===== config.mk =====
export PLATFORM = sky130hd
export DESIGN_NAME = crs_sequencer
export DESIGN_NICKNAME = d
export VERILOG_FILES = /design/src/core/crs_pkg.sv /design/src/core/crs_phase_gen.sv /design/src/core/crs_sequencer.sv
export VERILOG_INCLUDE_DIRS = /design/src /design/src/core
export SDC_FILE = /design/constraint.sdc
export NUM_CORES = 1
export LEC_CHECK = 0
export BUFFER_PORTS_ARGS = -buffer_cell sky130_fd_sc_hd__buf_2
export CAP_MARGIN = 10
export CORE_UTILIZATION = 52
export DETAILED_ROUTE_END_ITERATION = 10
export PLACE_DENSITY = 0.84
export SETUP_SLACK_MARGIN = 0.4
export SLEW_MARGIN = 20
export SYNTH_ARGS = -nofsm -noshare
export SYNTH_HDL_FRONTEND = slang
export SYNTH_SLANG_ARGS = --single-unit

===== constraint.sdc =====
create_clock -name sys_clk -period 1.74 [get_ports sys_clk]
set_input_delay 0.348 -clock sys_clk [delete_from_list [all_inputs] [get_ports sys_clk]]
set_output_delay 0.348 -clock sys_clk [all_outputs]
set_load 0.01 [all_outputs]

===== src/core/crs_map.svh =====
// Purpose: named constants of the core regulator start-up sequencer
// Assumes: 20 MHz system clock, 300 kHz switching frequency
// Notes: voltage targets are in 12.5 mV steps above 0 V
`ifndef CRS_MAP_SVH
`define CRS_MAP_SVH

`define CRS_SYS_CLK_KHZ 20000
`define CRS_SW_FREQ_KHZ 300
// a longest period rounds down to whole cycles
`define CRS_SW_PERIOD_CYC (`CRS_SYS_CLK_KHZ / `CRS_SW_FREQ_KHZ)
`define CRS_SW_HALF_CYC (`CRS_SW_PERIOD_CYC / 2)
`define CRS_START_DELAY_US 100
// a least time rounds up to whole cycles
`define CRS_START_DELAY_CYC ((`CRS_START_DELAY_US * `CRS_SYS_CLK_KHZ + 999) / 1000)
`define CRS_PG_DELAY_US 7000
`define CRS_PG_DELAY_CYC ((`CRS_PG_DELAY_US * `CRS_SYS_CLK_KHZ + 999) / 1000)
`define CRS_RAILS_GOOD_PERIODS 3'h6
`define CRS_BOOT_STEPS 7'h60
`define CRS_ZERO_CODE 7'h78
`define CRS_STEPS_OFF 7'h00
`define CRS_SYNC_W 13
// bit positions of the pin inputs inside the synchroniser word
`define CRS_SYNC_CODE_HI 12
`define CRS_SYNC_CODE_LO 6
`define CRS_SYNC_REG_ON 5
`define CRS_SYNC_RAILS 4
`define CRS_SYNC_NEAR_BOOT 3
`define CRS_SYNC_LOW_LOAD 2
`define CRS_SYNC_DEEP_REQ 1
`define CRS_SYNC_SLOW_WAKE 0

`endif


===== src/core/crs_pkg.sv =====
// Purpose: types shared by the start-up sequencer files
// Assumes: nothing beyond the constants header
// Notes: numeric constants live in crs_map.svh
package crs_pkg;

  typedef enum logic [2:0] {
    ST_OFF,
    ST_DELAY,
    ST_BOOT,
    ST_SLEW,
    ST_RUN,
    ST_LATCHED
  } crs_state_e;

  typedef logic [6:0] crs_code_t;

endpackage


===== src/core/crs_phase_gen.sv =====
// Purpose: two interleaved switching phases, half a period apart
// Assumes: run is synchronous to sys_clk
// Notes: holds both phases low and the counter cleared while run is low
`include "crs_map.svh"

module crs_phase_gen (
  // clock and reset
  input wire logic sys_clk,
  input wire logic nrst,
  // control
  input wire logic run,
  // phase timing
  output logic periodTick,
  output logic phase1Lvl,
  output logic phase2Lvl
);

  localparam logic [6:0] PERIOD_LAST = 7'(`CRS_SW_PERIOD_CYC - 1);
  localparam logic [6:0] HALF = 7'(`CRS_SW_HALF_CYC);

  logic [6:0] cnt_r;
  logic [6:0] cnt_nxt;
  logic atLast;
  logic firstHalf;

  assign atLast = (cnt_r == PERIOD_LAST);
  assign cnt_nxt = (!run || atLast) ? 7'h00 : cnt_r + 7'h01;
  assign firstHalf = (cnt_r < HALF);

  always_ff @(posedge sys_clk or negedge nrst) begin
    if (!nrst) begin
      cnt_r <= 7'h00;
      periodTick <= 1'b0;
      phase1Lvl <= 1'b0;
      phase2Lvl <= 1'b0;
    end else begin
      cnt_r <= cnt_nxt;
      periodTick <= run && atLast;
      phase1Lvl <= run && firstHalf;
      phase2Lvl <= run && !firstHalf;
    end
  end

endmodule


===== src/core/crs_sequencer.sv =====
// Purpose: start-up and latch-off sequencer of a two-phase core regulator
// Assumes: control supply power-on reset drives nrst; pins are asynchronous
// Notes: analog slewing is outside; this block picks target, current and phases
`include "crs_map.svh"

module crs_sequencer #(
  parameter int PG_DELAY_CYC = `CRS_PG_DELAY_CYC
) (
  // clock and reset
  input wire logic sys_clk,
  input wire logic nrst,
  // system control pins
  input wire logic regulatorOnInput,
  input wire logic systemRailsGoodInput,
  input wire logic [6:0] voltageCode,
  input wire logic lowLoadIndicatorN,
  input wire logic deepSleepRequest,
  input wire logic deepSleepSlowWakeN,
  // analog feedback: output within 10 % of the boot voltage
  input wire logic outputNearBoot,
  // system outputs
  output logic pllClockEnableN,
  output logic corePowerGood,
  // analog control
  output logic [6:0] targetSteps,
  output logic slewCurrentHigh,
  output logic slewEnable,
  output logic twoPhaseCcm,
  output logic diodeEmulation,
  output logic latchedOff,
  // gate enables
  output logic phase1Gate,
  output logic phase2Gate
);

  localparam logic [17:0] START_LAST = 18'(`CRS_START_DELAY_CYC - 1);
  localparam logic [17:0] PG_LAST = 18'(PG_DELAY_CYC - 1);

  // two-flop synchronisers for every pin input
  logic [`CRS_SYNC_W-1:0] syncA_r;
  logic [`CRS_SYNC_W-1:0] syncB_r;
  logic [`CRS_SYNC_W-1:0] pinsIn;

  assign pinsIn = {voltageCode, regulatorOnInput, systemRailsGoodInput, outputNearBoot,
                   lowLoadIndicatorN, deepSleepRequest, deepSleepSlowWakeN};

  always_ff @(posedge sys_clk or negedge nrst) begin
    if (!nrst) begin
      syncA_r <= '0;
      syncB_r <= '0;
    end else begin
      syncA_r <= pinsIn;
      syncB_r <= syncA_r;
    end
  end

  crs_pkg::crs_code_t codeS;
  logic regOnS;
  logic railsGoodS;
  logic nearBootS;
  logic lowLoadNS;
  logic deepReqS;
  logic slowWakeNS;

  // code bits cross one by one, so a code change may show a mixed value for a cycle
  assign codeS = syncB_r[`CRS_SYNC_CODE_HI:`CRS_SYNC_CODE_LO];
  assign regOnS = syncB_r[`CRS_SYNC_REG_ON];
  assign railsGoodS = syncB_r[`CRS_SYNC_RAILS];
  assign nearBootS = syncB_r[`CRS_SYNC_NEAR_BOOT];
  assign lowLoadNS = syncB_r[`CRS_SYNC_LOW_LOAD];
  assign deepReqS = syncB_r[`CRS_SYNC_DEEP_REQ];
  assign slowWakeNS = syncB_r[`CRS_SYNC_SLOW_WAKE];

  // state and counters
  // two state codes are never reached; the default arm sends them to off
  crs_pkg::crs_state_e state_r;
  crs_pkg::crs_state_e state_nxt;
  logic [17:0] delayCnt_r;
  logic [17:0] delayCnt_nxt;
  logic [2:0] railsCnt_r;
  logic [2:0] railsCnt_nxt;

  logic periodTick;
  logic phase1Lvl;
  logic phase2Lvl;
  logic regulating;
  logic inBoot;
  logic inRun;
  logic afterClkEn;
  logic startDone;
  logic pgDone;
  logic bootReady;
  logic railsHold;

  assign inBoot = (state_r == crs_pkg::ST_BOOT);
  assign inRun = (state_r == crs_pkg::ST_RUN);
  assign afterClkEn = (state_r == crs_pkg::ST_SLEW) || inRun;
  assign regulating = inBoot || afterClkEn;
  assign startDone = (state_r == crs_pkg::ST_DELAY) && (delayCnt_r == START_LAST);
  assign pgDone = (state_r == crs_pkg::ST_SLEW) && (delayCnt_r == PG_LAST);
  assign railsHold = nearBootS && railsGoodS;
  assign bootReady = (railsCnt_r == `CRS_RAILS_GOOD_PERIODS);

  crs_phase_gen u_phase (
    .sys_clk(sys_clk),
    .nrst(nrst),
    .run(regulating),
    .periodTick(periodTick),
    .phase1Lvl(phase1Lvl),
    .phase2Lvl(phase2Lvl)
  );

  // one counter serves both the start delay and the power-good delay
  assign delayCnt_nxt = (state_nxt != state_r) ? 18'h00000 : delayCnt_r + 18'h00001;

  // each period end reached with both conditions high since their last drop counts, so the first may be partial
  assign railsCnt_nxt = (!inBoot || !railsHold) ? 3'h0 :
                        (periodTick && !bootReady) ? railsCnt_r + 3'h1 : railsCnt_r;

  // a regulator-on drop in any active state returns to off, so the next high restarts the delay
  always_comb begin
    state_nxt = state_r;
    unique case (state_r)
      crs_pkg::ST_OFF: begin
        if (regOnS) state_nxt = crs_pkg::ST_DELAY;
      end
      crs_pkg::ST_DELAY: begin
        if (!regOnS) state_nxt = crs_pkg::ST_OFF;
        else if (startDone) state_nxt = crs_pkg::ST_BOOT;
      end
      crs_pkg::ST_BOOT: begin
        if (!regOnS) state_nxt = crs_pkg::ST_OFF;
        else if (bootReady) state_nxt = crs_pkg::ST_SLEW;
      end
      crs_pkg::ST_SLEW: begin
        if (!regOnS) state_nxt = crs_pkg::ST_OFF;
        else if (!railsGoodS) state_nxt = crs_pkg::ST_LATCHED;
        else if (pgDone) state_nxt = crs_pkg::ST_RUN;
      end
      crs_pkg::ST_RUN: begin
        if (!regOnS) state_nxt = crs_pkg::ST_OFF;
        else if (!railsGoodS) state_nxt = crs_pkg::ST_LATCHED;
      end
      crs_pkg::ST_LATCHED: begin
        // the high half of the toggle is then taken in the off state
        if (!regOnS) state_nxt = crs_pkg::ST_OFF;
      end
      default: state_nxt = crs_pkg::ST_OFF;
    endcase
  end

  // code decode: linear 12.5 mV steps down from 1.5 V, floored at 0 V
  logic [6:0] codeSteps;
  logic [6:0] target_nxt;
  logic twoPhase;
  logic diodeMode;

  assign codeSteps = (codeS >= `CRS_ZERO_CODE) ? `CRS_STEPS_OFF :
                     7'(`CRS_ZERO_CODE - codeS);
  assign target_nxt = inBoot ? `CRS_BOOT_STEPS :
                      afterClkEn ? codeSteps : `CRS_STEPS_OFF;
  // mode pins only count once start-up is complete
  assign diodeMode = inRun && deepReqS && !slowWakeNS;
  assign twoPhase = !inRun || (lowLoadNS && !(deepReqS && !slowWakeNS));

  always_ff @(posedge sys_clk or negedge nrst) begin
    if (!nrst) begin
      state_r <= crs_pkg::ST_OFF;
      delayCnt_r <= 18'h00000;
      railsCnt_r <= 3'h0;
    end else begin
      state_r <= state_nxt;
      delayCnt_r <= delayCnt_nxt;
      railsCnt_r <= railsCnt_nxt;
    end
  end

  // registered outputs; latched and off states force everything inactive except latchedOff, which is high in the latched state
  always_ff @(posedge sys_clk or negedge nrst) begin
    if (!nrst) begin
      pllClockEnableN <= 1'b1;
      corePowerGood <= 1'b0;
      targetSteps <= `CRS_STEPS_OFF;
      slewCurrentHigh <= 1'b0;
      slewEnable <= 1'b0;
      twoPhaseCcm <= 1'b0;
      diodeEmulation <= 1'b0;
      latchedOff <= 1'b0;
      phase1Gate <= 1'b0;
      phase2Gate <= 1'b0;
    end else begin
      pllClockEnableN <= !afterClkEn;
      corePowerGood <= inRun;
      targetSteps <= target_nxt;
      // boot uses the low current; in run a deep-sleep request also selects the low current
      slewCurrentHigh <= (state_r == crs_pkg::ST_SLEW) || (inRun && !deepReqS);
      slewEnable <= regulating;
      twoPhaseCcm <= regulating && twoPhase;
      diodeEmulation <= diodeMode;
      latchedOff <= (state_r == crs_pkg::ST_LATCHED);
      // phase two is held off in run whenever the mode pins ask for a single phase
      phase1Gate <= regulating && phase1Lvl;
      phase2Gate <= regulating && twoPhase && phase2Lvl;
    end
  end

endmodule


==> results_dict.tcl, run 1 <==
set metrics [dict create \
    grt_pass1_vias 2241 \
    synth_edf_count 0 \
    p_sw_uw 860 \
    critPathRequiredTime_ns 1.98 \
    fin_util_pct 75.7 \
    power.internal_uw 2610 \
    die_h_um 78.5 \
    min_period_over_period_pct 106 \
    ant_nets 0 \
    cpPeakStageDelay_ns 0.46 \
    cts.htree.levels 3 \
    synthDominantCellAreaShare_pct 61.7 \
    clk_latency_ns 0.36 \
    crit_chain "ha_2 -> nand3_2 -> or4_4 -> o31ai_4 -> a31o_1 -> buf_6 -> nor2_1" \
    power_frac_comb_pct 7.8 \
    rsz0062_at_grt "yes" \
    diodes 0 \
    routedWlPerCell_um 18.7 \
    stdcell_area_mm2 0.00422 \
    cts_tree "done" \
    synth_area_leaders "dfrtp_1 62%, xor2_1 5.5%, nor2_1 5.4%, ha_1 2.5%, xnor2_1 2.0%" \
    power.density_mw_per_mm2 822 \
    grt_max_degree 44 \
    dp_cells 378 \
    synth_nets 280 \
    met1_length_mm 2.93 \
    violations "setup timing" \
    worstMarginPinSlew_ns 0.425 \
    crit_path_start_kind "flip-flop" \
    synth.distinct_cells 43 \
    seq_area_frac_synth_pct 62.5 \
    grt-ovfl-total 0 \
    seqCellArea_mm2 0.00191 \
    wl_met2_mm 4.11 \
    min_from "voltageCode[0]" \
    skew_ns 0.00926 \
    clkPwrFrac_pct 39.1 \
    end_kind "flip-flop" \
    synthCells 259 \
    reg2reg_from "delayCnt_r[0]" \
    grt_pass1_wl_mm 10.4 \
    via_per_inst 5.63 \
    drv_cap 0 \
    initialDrtViolationCount 180 \
    ys_warn_count 0 \
    path_class "flip-flop to flip-flop" \
    dpl-instance-area_mm2 0.00348 \
    fin_nets 362 \
    top_layer "met4" \
    multi_input_area_mm2 0.00140 \
    synthesis.area_mm2 0.00304 \
    synth.most_common_cell "dfrtp_1" \
    status "finished with violations" \
    vias 2352 \
    drc 0 \
    setup.worst_path.start "delayCnt_r[0]" \
    numCtsBuffers 9 \
    async_flop_share_pct 100 \
    synth_common_cells "75 x dfrtp_1, 44 x nor2_1, 19 x xor2_1, 13 x nand2_1, 11 x nand3_1" \
    finalSetupViolCount 10 \
    gr-usage-all-layers_pct 23.3 \
    power_leakage_uw 0.00199 \
    switching_share_pct 24.8 \
    ir_drop_mv 0.607 \
    finalCriticalPeriod_ns 1.85 \
    critPathArrivalTime_ns 2.09 \
    fmax_mhz 541 \
    fp-row-count 27 \
    nFillCells 313 \
    cts_buffer_depth 2 \
    layout.cells.non_filler 418 \
    routabilityCongestion 0.859 \
    setup_slack_ns -0.108 \
    synth.avg_cell_area_um2 11.8 \
    finalWirelength_mm 7.82 \
    pin_count 31 \
    crit_fanout 9 \
    coreArea_mm2 0.00557 \
    drive_gt1_share_pct 44.8 \
    routed-wl-met3_um 417 \
    min_path_type "primary input to flip-flop" \
    hold_viol 0 \
    dp_hpwl_mm 4.11 \
    ys_ff_latch 76 \
    die_x_um 78.5 \
    report.final.slew_viol_count 0 \
    slew_headroom_pct 71.7 \
    crit_path_top_delay_cell "or4_4" \
    initial_core_util_pct 54.6 \
    cts_sinks 76 \
    area_growth_pct 38.6 \
    drt-pass1-iter-count 4 \
    ctsRootBufferMaster "clkbuf_8" \
    yosysTopAreaCell "dfrtp_1" \
    portBuffers 30 \
    finalPower_uw 3470 \
    path_clk_slew_ns 0.08 \
    p_seq_share_pct 53.1 \
    antenna_found_initial 0 \
    synthFlopType "dfrtp_1" \
    die_area_mm2 0.00616 \
]
-- metrics by stage --
step / setup slack [ns] / hold WS, ns / TNS, ns
2_1_floorplan: 0.00308 / 0.0524 / 0
6_report: -0.108 / 0.0816 / -0.818
3_3_place_gp: 0.0151 / 0.298 / 0
5_1_grt: -0.184 / 0.0683 / -1.53
3_5_place_dp: -0.0555 / 0.303 / -0.486
4_1_cts: -0.0616 / 0.0759 / -0.473
-- cell families (layout without fill, tap and decap cells) --
family	count (synthesis)	after routing	synth area share (%)
XOR/XNOR	26	26	7.48
flip-flops	76	76	62.5
AO/OA/AOI/OAI	24	24	6.25
AND/OR/NAND/NOR	110	110	18.5
multiplexers	1	1	0.329
buffers and inverters	16	103	2.43
adder cells (fa/ha/maj)	6	6	2.47
-- final timing paths --
path | depth (start not counted) | slack, ns | endpoint
hold / removal | 1 | 0.08 | syncA_r[6]
setup / recovery | 7 | -0.11 | delayCnt_r[4]
hold reg to reg | 0 | 0.36 | syncB_r[9]
setup reg to reg | 7 | -0.11 | delayCnt_r[4]
min in group asynchronous | 2 | 0.46 | railsCnt_r[2]
max in group asynchronous | 3 | 0.71 | delayCnt_r[8]
-- sequential cells by signal, indices dropped and copies added (netlist names) --
signal,count
phase1Gate,1
slewCurrentHigh,1
u_phase.periodTick,1
diodeEmulation,1
syncA_r,13
u_phase.phase1Lvl,1
syncB_r,13
latchedOff,1
state_r,3
delayCnt_r,18
u_phase.phase2Lvl,1
pllClockEnableN,1
targetSteps,7
slewEnable,1
u_phase.cnt_r,7
phase2Gate,1
corePowerGood,1
railsCnt_r,3
twoPhaseCcm,1
-- routing by layer --
metal,GRT usage (%),up-vias
li1,-,1047
met4,12.8,0
met2,39.5,87
met5,0,-
met3,6.74,39
met1,26.4,1179
-- placed cells by master (no fill, tap or decap), types with 2 or more instances in the layout --
cell type    n
nand2_1     10
nor3_1       2
o22ai_4      2
nor2b_4      2
nand4_1      7
dfrtp_2      2
buf_4       32
nand2b_1     3
ha_1         4
and3_1       4
clkbuf_8     9
inv_6        3
xnor2_1      7
nor4_4       2
nor2_2       8
xor2_1      18
nor2b_1      2
nand3_1     10
a21oi_1      5
o21ai_0      2
and2_1       2
nor2_4      12
dfrtp_1     73
and2_4       4
clkinvlp_4   2
buf_6       13
and4_4       2
buf_2       29
nor2_1      24
inv_1        7
-- final cells by class --
class | count | share of cell area [%]
clock inverters | 6 | 1.69
clock buffers | 10 | 3.02
well taps | 72 | 2.13
repair buffers | 77 | 13.7
multi-input cells | 167 | 33.3
inverters | 10 | 1.07
flip-flops and latches | 76 | 45.2
-- power by group through the flow --
| stage | clock [uW] | combinational, uW | sequential (uW) |
|---|---|---|---|
| 6_report | 1360 | 271 | 1840 |
| 5_1_grt | 1430 | 295 | 1850 |
| 4_1_cts | 1360 | 221 | 1840 |
| 3_5_place_dp | 0 | 190 | 1870 |
| 3_3_place_gp | 0 | 185 | 1870 |
| 2_1_floorplan | 0 | 89.9 | 1870 |
-- what timing repair did --
item | CTS | global route
hold buffers | 1 | 0
buffers inserted | 10 | 13
setup endpoints to repair | 42 | 45
pin swaps | 13 | 16
gates resized for setup | 29 | 62
endpoints found under the hold margin | 15 | 0
-- worst max-delay path: cells and delay by family (launching register included) --
family                   cells  cell delay [ns]
AO/OA/AOI/OAI                2             0.39
flip-flops                   1             0.37
adder cells (fa/ha/maj)      1             0.21
AND/OR/NAND/NOR              3             0.62
buffers and inverters        1             0.14
Power figures use the tool's default switching activity.
==> run 2, diff against run 1 <==
--- a/config.mk
+++ b/config.mk
@@ -8,6 +8,7 @@
 export LEC_CHECK = 0
 export BUFFER_PORTS_ARGS = -buffer_cell sky130_fd_sc_hd__buf_2
 export CAP_MARGIN = 10
+export CORE_MARGIN = 2
 export CORE_UTILIZATION = 52
 export DETAILED_ROUTE_END_ITERATION = 10
 export PLACE_DENSITY = 0.84
@@ -15,4 +16,5 @@
 export SLEW_MARGIN = 20
 export SYNTH_ARGS = -nofsm -noshare
 export SYNTH_HDL_FRONTEND = slang
+export SYNTH_HIERARCHICAL = 1
 export SYNTH_SLANG_ARGS = --single-unit
==> run 2 against run 1 <==
The run still ends with setup timing left. Hold slack got worse by 0.073 ns. Critical path type unchanged. Sequential power about the same. Cell area increased by 1.3%. Largest power group unchanged. Area after synthesis increased by 2.4%. Critical endpoint is now delayCnt_r[2]. Wire length increased by 0.45%. Maximum frequency decreased by 21%. Largest cell class unchanged.
==> results_dict.tcl, run 2 <==
set metrics [dict create \
    ys_warn_count 6 \
    grt-ovfl-total 0 \
    hold_viol 0 \
    synth_area_leaders "dfrtp_1 60%, xor2_1 4.2%, nor3_2 3.5%, nor2_1 3.1%, xnor2_1 2.8%" \
    critPathRequiredTime_ns 1.97 \
    synth_top_family_by_area "simple AND/OR/NAND/NOR gates" \
    critPathArrivalTime_ns 2.56 \
    slew_headroom_pct 70.8 \
    synthCells 263 \
    power_leakage_uw 0.00196 \
    synthesis.area_mm2 0.00312 \
    crit_fanout 18 \
    synth_compound_area_share_pct 6.02 \
    mostFrequentLayoutCell "dfrtp_1" \
    initialDrtViolationCount 306 \
    pin_count 31 \
    layout.cells.non_filler 438 \
    gr-usage-all-layers_pct 23.1 \
    fmax_mhz 429 \
    synth_xor_area_share_pct 7.02 \
    synthSimpleGateAreaFrac_pct 21.2 \
    clk_latency_ns 0.35 \
    worstMarginPinSlew_ns 0.433 \
    violations "setup timing" \
    grt_pass1_wl_mm 11.2 \
    finalWirelength_mm 7.85 \
    muxShareOfSynthArea_pct 0 \
    grt_max_degree 77 \
    path_class "flip-flop to flip-flop" \
    cts_buffer_depth 2 \
    synthAdderAreaFrac_pct 2.41 \
    drc 0 \
    synth_nets 284 \
    grt_pass1_vias 2394 \
    top_register "delayCnt_r" \
    dp_hpwl_mm 4.02 \
    die_h_um 81.4 \
    finalSetupViolCount 21 \
    portBuffers 30 \
    diodes 0 \
    worst_path_dominant_cell_family "simple AND/OR/NAND/NOR gates" \
    via_per_inst 5.53 \
    coreArea_mm2 0.00585 \
    drive_gt1_share_pct 43.5 \
    ctsRootBufferMaster "clkbuf_8" \
    min_path_type "primary input to asynchronous set/reset pin" \
    drv_cap 0 \
    synth.most_common_cell "dfrtp_1" \
    skew_ns 0.0100 \
    postCtsHoldBufs 0 \
    routedWlPerCell_um 17.9 \
    synth.avg_cell_area_um2 11.9 \
    vias 2424 \
    cts_tree "done" \
    min_period_over_period_pct 134 \
    synth_common_cells "75 x dfrtp_1, 26 x nor2_1, 18 x nand2_1, 15 x xor2_1, 12 x nor3_1" \
    setup_slack_ns -0.589 \
    cpPeakStageDelay_ns 0.55 \
    fp-row-count 28 \
    seq_area_frac_synth_pct 61.0 \
    end_kind "flip-flop" \
    status "finished with violations" \
    cts_sinks 76 \
    path_clk_slew_ns 0.08 \
    drt-pass1-iter-count 5 \
    area_growth_pct 37.2 \
    ir_drop_mv 0.731 \
    largest_reg_flops 18 \
    ys_ff_latch 76 \
    report.final.slew_viol_count 0 \
    synthFlopType "dfrtp_1" \
    synth.distinct_cells 44 \
    rsz0062_at_grt "yes" \
    crit_top_cell "or3_4" \
    synthDominantCellAreaShare_pct 60.2 \
    crit_chain "or4_4 -> or3_4 -> or3_4 -> a32oi_4 -> buf_12 -> nor3_1" \
    antenna_found_initial 0 \
    fin_nets 379 \
    mostFrequentLayoutCells "75 x dfrtp_1, 44 x buf_4, 29 x buf_2" \
    fin_util_pct 73.1 \
    yosysTopAreaCell "dfrtp_1" \
    largestRegisters "delayCnt_r: 18 flops, syncA_r: 13 flops, syncB_r: 13 flops" \
    finalCriticalPeriod_ns 2.33 \
    dp_cells 398 \
    die_x_um 81.4 \
    power.density_mw_per_mm2 837 \
    crit_path_start_kind "flip-flop" \
    routabilityCongestion 0.883 \
    crit_buf_inv 1 \
    synth_edf_count 0 \
    numCtsBuffers 9 \
    async_flop_share_pct 100 \
    initial_core_util_pct 53.3 \
    final.setup.tns_ns -11.36 \
    cts.htree.levels 3 \
    crit_path_top_delay_cell "or4_4" \
    die_area_mm2 0.00663 \
    ant_nets 0 \
]
==> run 2: path summary, 6_finish.rpt <==
path / from / end / slack, ns / cells after the start
max in group asynchronous: nrst / pllClockEnableN / 1.40 / 2
worst min-delay path: nrst / u_phase/cnt_r[0] / 0.009 / 2
worst min register to register: syncA_r[1] / syncB_r[1] / 0.35 / 0
worst max register to register: delayCnt_r[5] / delayCnt_r[2] / -0.59 / 6
min in group sys_clk: deepSleepRequest / syncA_r[1] / 0.10 / 1
worst max-delay path: delayCnt_r[5] / delayCnt_r[2] / -0.59 / 6
==> run 2: power by group <==
part           internal, uW  leakage [uW]  switching, uW
combinational          84.3      0.000849            109
sequential             1810      0.000995           31.1
clock                   891      0.000120            659
==> run 2: final cells by class <==
class	count	area (um2)
sequential	76	1900
fill	330	1570
multi-input combinational	173	1330
timing repair buffer	89	673
clock buffer	11	151
tap	75	93.8
clock inverter	5	82.6
inverter	9	40.0
==> run 2: metrics by stage <==
| step | instance area [um2] | hold slack, ns | total power, uW | setup slack (ns) |
|---|---|---|---|---|
| final | 4280 | 0.00866 | 3580 | -0.589 |
| after global routing | 4280 | 0.0440 | 3710 | -0.620 |
| after CTS | 4060 | 0.0254 | 3570 | -0.534 |
| after detailed placement | 3650 | 0.335 | 2030 | -0.534 |
| after global placement | 3650 | 0.332 | 2020 | -0.501 |
| after floorplan | 3150 | 0.0524 | 1940 | -0.598 |
==> run 2: timing repair <==
action	CTS	global route
gates cloned	0	1
setup endpoints to repair	39	45
setup buffers	12	11
pin swaps	13	21
gates resized for setup	23	33
==> run 2: layer usage <==
layer	wire, um	GRT usage [%]	up-vias
met5	0	0	-
met4	350	13.7	0
met3	379	3.96	37
met2	4170	40.3	106
met1	2950	26.5	1185
li1	-	-	1096
==> run 2: kinds of logic after synthesis <==
family / Yosys count
adders and majority gates: 6
buffers and inverters: 14
xor gates and xnor gates: 25
DFF: 76
and+or+nand+nor: 115
AOI/OAI and AO/OA: 27
==> run 3, diff against run 2 <==
--- a/config.mk
+++ b/config.mk
@@ -16,5 +16,4 @@
 export SLEW_MARGIN = 20
 export SYNTH_ARGS = -nofsm -noshare
 export SYNTH_HDL_FRONTEND = slang
-export SYNTH_HIERARCHICAL = 1
 export SYNTH_SLANG_ARGS = --single-unit
==> run 3 against run 2 <==
The flow still finishes with violations (setup timing). Cell count fell by 3.2%. Die area fell by 2.3%. Cell area fell by 1.4%. Core utilization rose by 2.5 points. First-iteration DRC count fell by 32%. Worst setup slack improved by 0.43 ns. Maximum frequency rose by 23%. Via count fell by 6.5%. Flip-flop and latch count did not move. Hold slack improved by 0.092 ns. Critical path depth did not move. Sequential power barely moved. Highest routed layer unchanged.
==> results_dict.tcl, run 3 (synthesized netlist as in run 1, its figures left out) <==
set metrics [dict create \
    status "finished with violations" \
    violations "setup timing" \
    top_register "delayCnt_r" \
    end_kind "flip-flop" \
    ant_nets 0 \
    mostFrequentLayoutCell "dfrtp_1" \
    crit_path_start_kind "flip-flop" \
    area_growth_pct 38.5 \
    cts_sinks 76 \
    dp_hpwl_mm 3.97 \
    initial_core_util_pct 54.6 \
    coreArea_mm2 0.00557 \
    slew_headroom_pct 71.1 \
    fp-row-count 27 \
    fin_nets 368 \
    drt-pass1-iter-count 4 \
    crit_fanout 2 \
    hold_ws_ns 0.101 \
    die_h_um 80.5 \
    detailedPlace.worstSlack_ns -0.0712 \
    antenna_found_initial 0 \
    grt_pass1_wl_mm 10.9 \
    vias 2267 \
    min_path_type "primary input to flip-flop" \
    fmax_mhz 528 \
    min_period_over_period_pct 109 \
    largest_reg_flops 18 \
    grt_pass1_vias 2285 \
    ctsRootBufferMaster "clkbuf_8" \
    grt-ovfl-total 0 \
    pin_count 31 \
    drc 0 \
    finalSetupViolCount 11 \
    drv_cap 0 \
    cts.htree.levels 3 \
    initialDrtViolationCount 207 \
    skew_ns 0.0102 \
    cts_tree "done" \
    hold_viol 0 \
    clk_latency_ns 0.35 \
    ir_drop_mv 0.665 \
    routedWlPerCell_um 17.4 \
    worstMarginPinSlew_ns 0.433 \
    power.density_mw_per_mm2 830 \
    report.final.slew_viol_count 0 \
    grt_max_degree 34 \
    diodes 0 \
    finalWirelength_mm 7.39 \
    drive_gt1_share_pct 45.5 \
    gr-usage-all-layers_pct 23.3 \
    finalCriticalPeriod_ns 1.90 \
    cts_buffer_depth 2 \
    critPathRequiredTime_ns 1.97 \
    die_area_mm2 0.00648 \
    finalPower_uw 3500 \
    die_x_um 80.5 \
    numCtsBuffers 9 \
    rsz0062_at_grt "yes" \
    power_leakage_uw 0.00203 \
    path_class "flip-flop to flip-flop" \
    critPathArrivalTime_ns 2.13 \
    largestRegisters "delayCnt_r: 18 flops, syncA_r: 13 flops, syncB_r: 13 flops" \
    path_clk_slew_ns 0.09 \
    via_per_inst 5.35 \
    portBuffers 30 \
    routabilityCongestion 0.844 \
    setup_slack_ns -0.155 \
    mostFrequentLayoutCells "71 x dfrtp_1, 41 x buf_4, 30 x nor2_1" \
]
run 3: cell count changes in the layout (fill, tap and decap cells not counted), sizes merged, moves of 3 or more:
cell | before | now
or3 | 6 | 1
inv | 9 | 13
nand2 | 18 | 13
xnor2 | 10 | 7
and2 | 2 | 6
nor3 | 23 | 3
nor2 | 26 | 44
and3 | 0 | 5
xor2 | 15 | 19
buf | 89 | 82
o21ai | 9 | 3
run 3: final timing paths:
path / from / end / slack [ns] / cells after the start
worst min register to register: syncA_r[9] / syncB_r[9] / 0.35 / 0
worst max register to register: delayCnt_r[10] / state_r[1] / -0.16 / 6
max in group asynchronous: nrst / pllClockEnableN / 0.74 / 3
worst min-delay path: voltageCode[3] / syncA_r[9] / 0.10 / 1
worst max-delay path: delayCnt_r[10] / state_r[1] / -0.16 / 6
min in group asynchronous: nrst / u_phase.cnt_r[0] / 0.47 / 2
run 3: power by group:
group          total, uW  leakage (uW)  internal (uW)  switching (uW)
combinational        285      0.000943            141             143
sequential          1850      0.000988           1810            37.2
clock               1370     0.0000984            684             688
total               3500       0.00203           2630             868
run 3: what timing repair did:
action | in CTS | in global routing
pin swaps | 10 | 10
setup buffers | 13 | 16
endpoints found under the hold margin | 12 | 0
hold buffers | 1 | 0
endpoints found under the setup margin | 42 | 42
gates cloned | 0 | 0
resized for setup | 34 | 41
run 3: routing by layer:
metal,global-route usage [%],vias up,part of all wire (%)
met5,0,-,0
met4,9.49,0,3.2
met3,8.43,21,5.0
met2,38.3,83,51
met1,27.9,1113,40
li1,-,1050,-
run 3: worst max-delay path: stages, from the launching register on:
cell	delay [ns]
dfrtp_1	0.39
and4bb_2	0.29
nand4_1	0.15
buf_4	0.21
o41ai_4	0.38
a21boi_1	0.13
o211a_1	0.23
run 3: layout make-up:
cell class | instances | area, um2
Timing Repair Buffer | 83 | 616
Clock buffer | 9 | 124
Multi-Input combinational cell | 167 | 1360
Tap cell | 72 | 90.1
Fill cell | 303 | 1360
Clock inverter | 7 | 82.6
Inverter | 10 | 40.0
Sequential cell | 76 | 1910
run 3: per-stage QoR:
step           cells  area [um2]  utilization (%)  setup TNS [ns]
6_report         424        4220             75.6          -0.914
5_1_grt          424        4220             75.6           -1.56
4_1_cts          408        3950             70.9          -0.167
3_5_place_dp     378        3490             62.6          -0.596
3_3_place_gp     378        3490             62.6               0
2_1_floorplan    259        3090                -               0
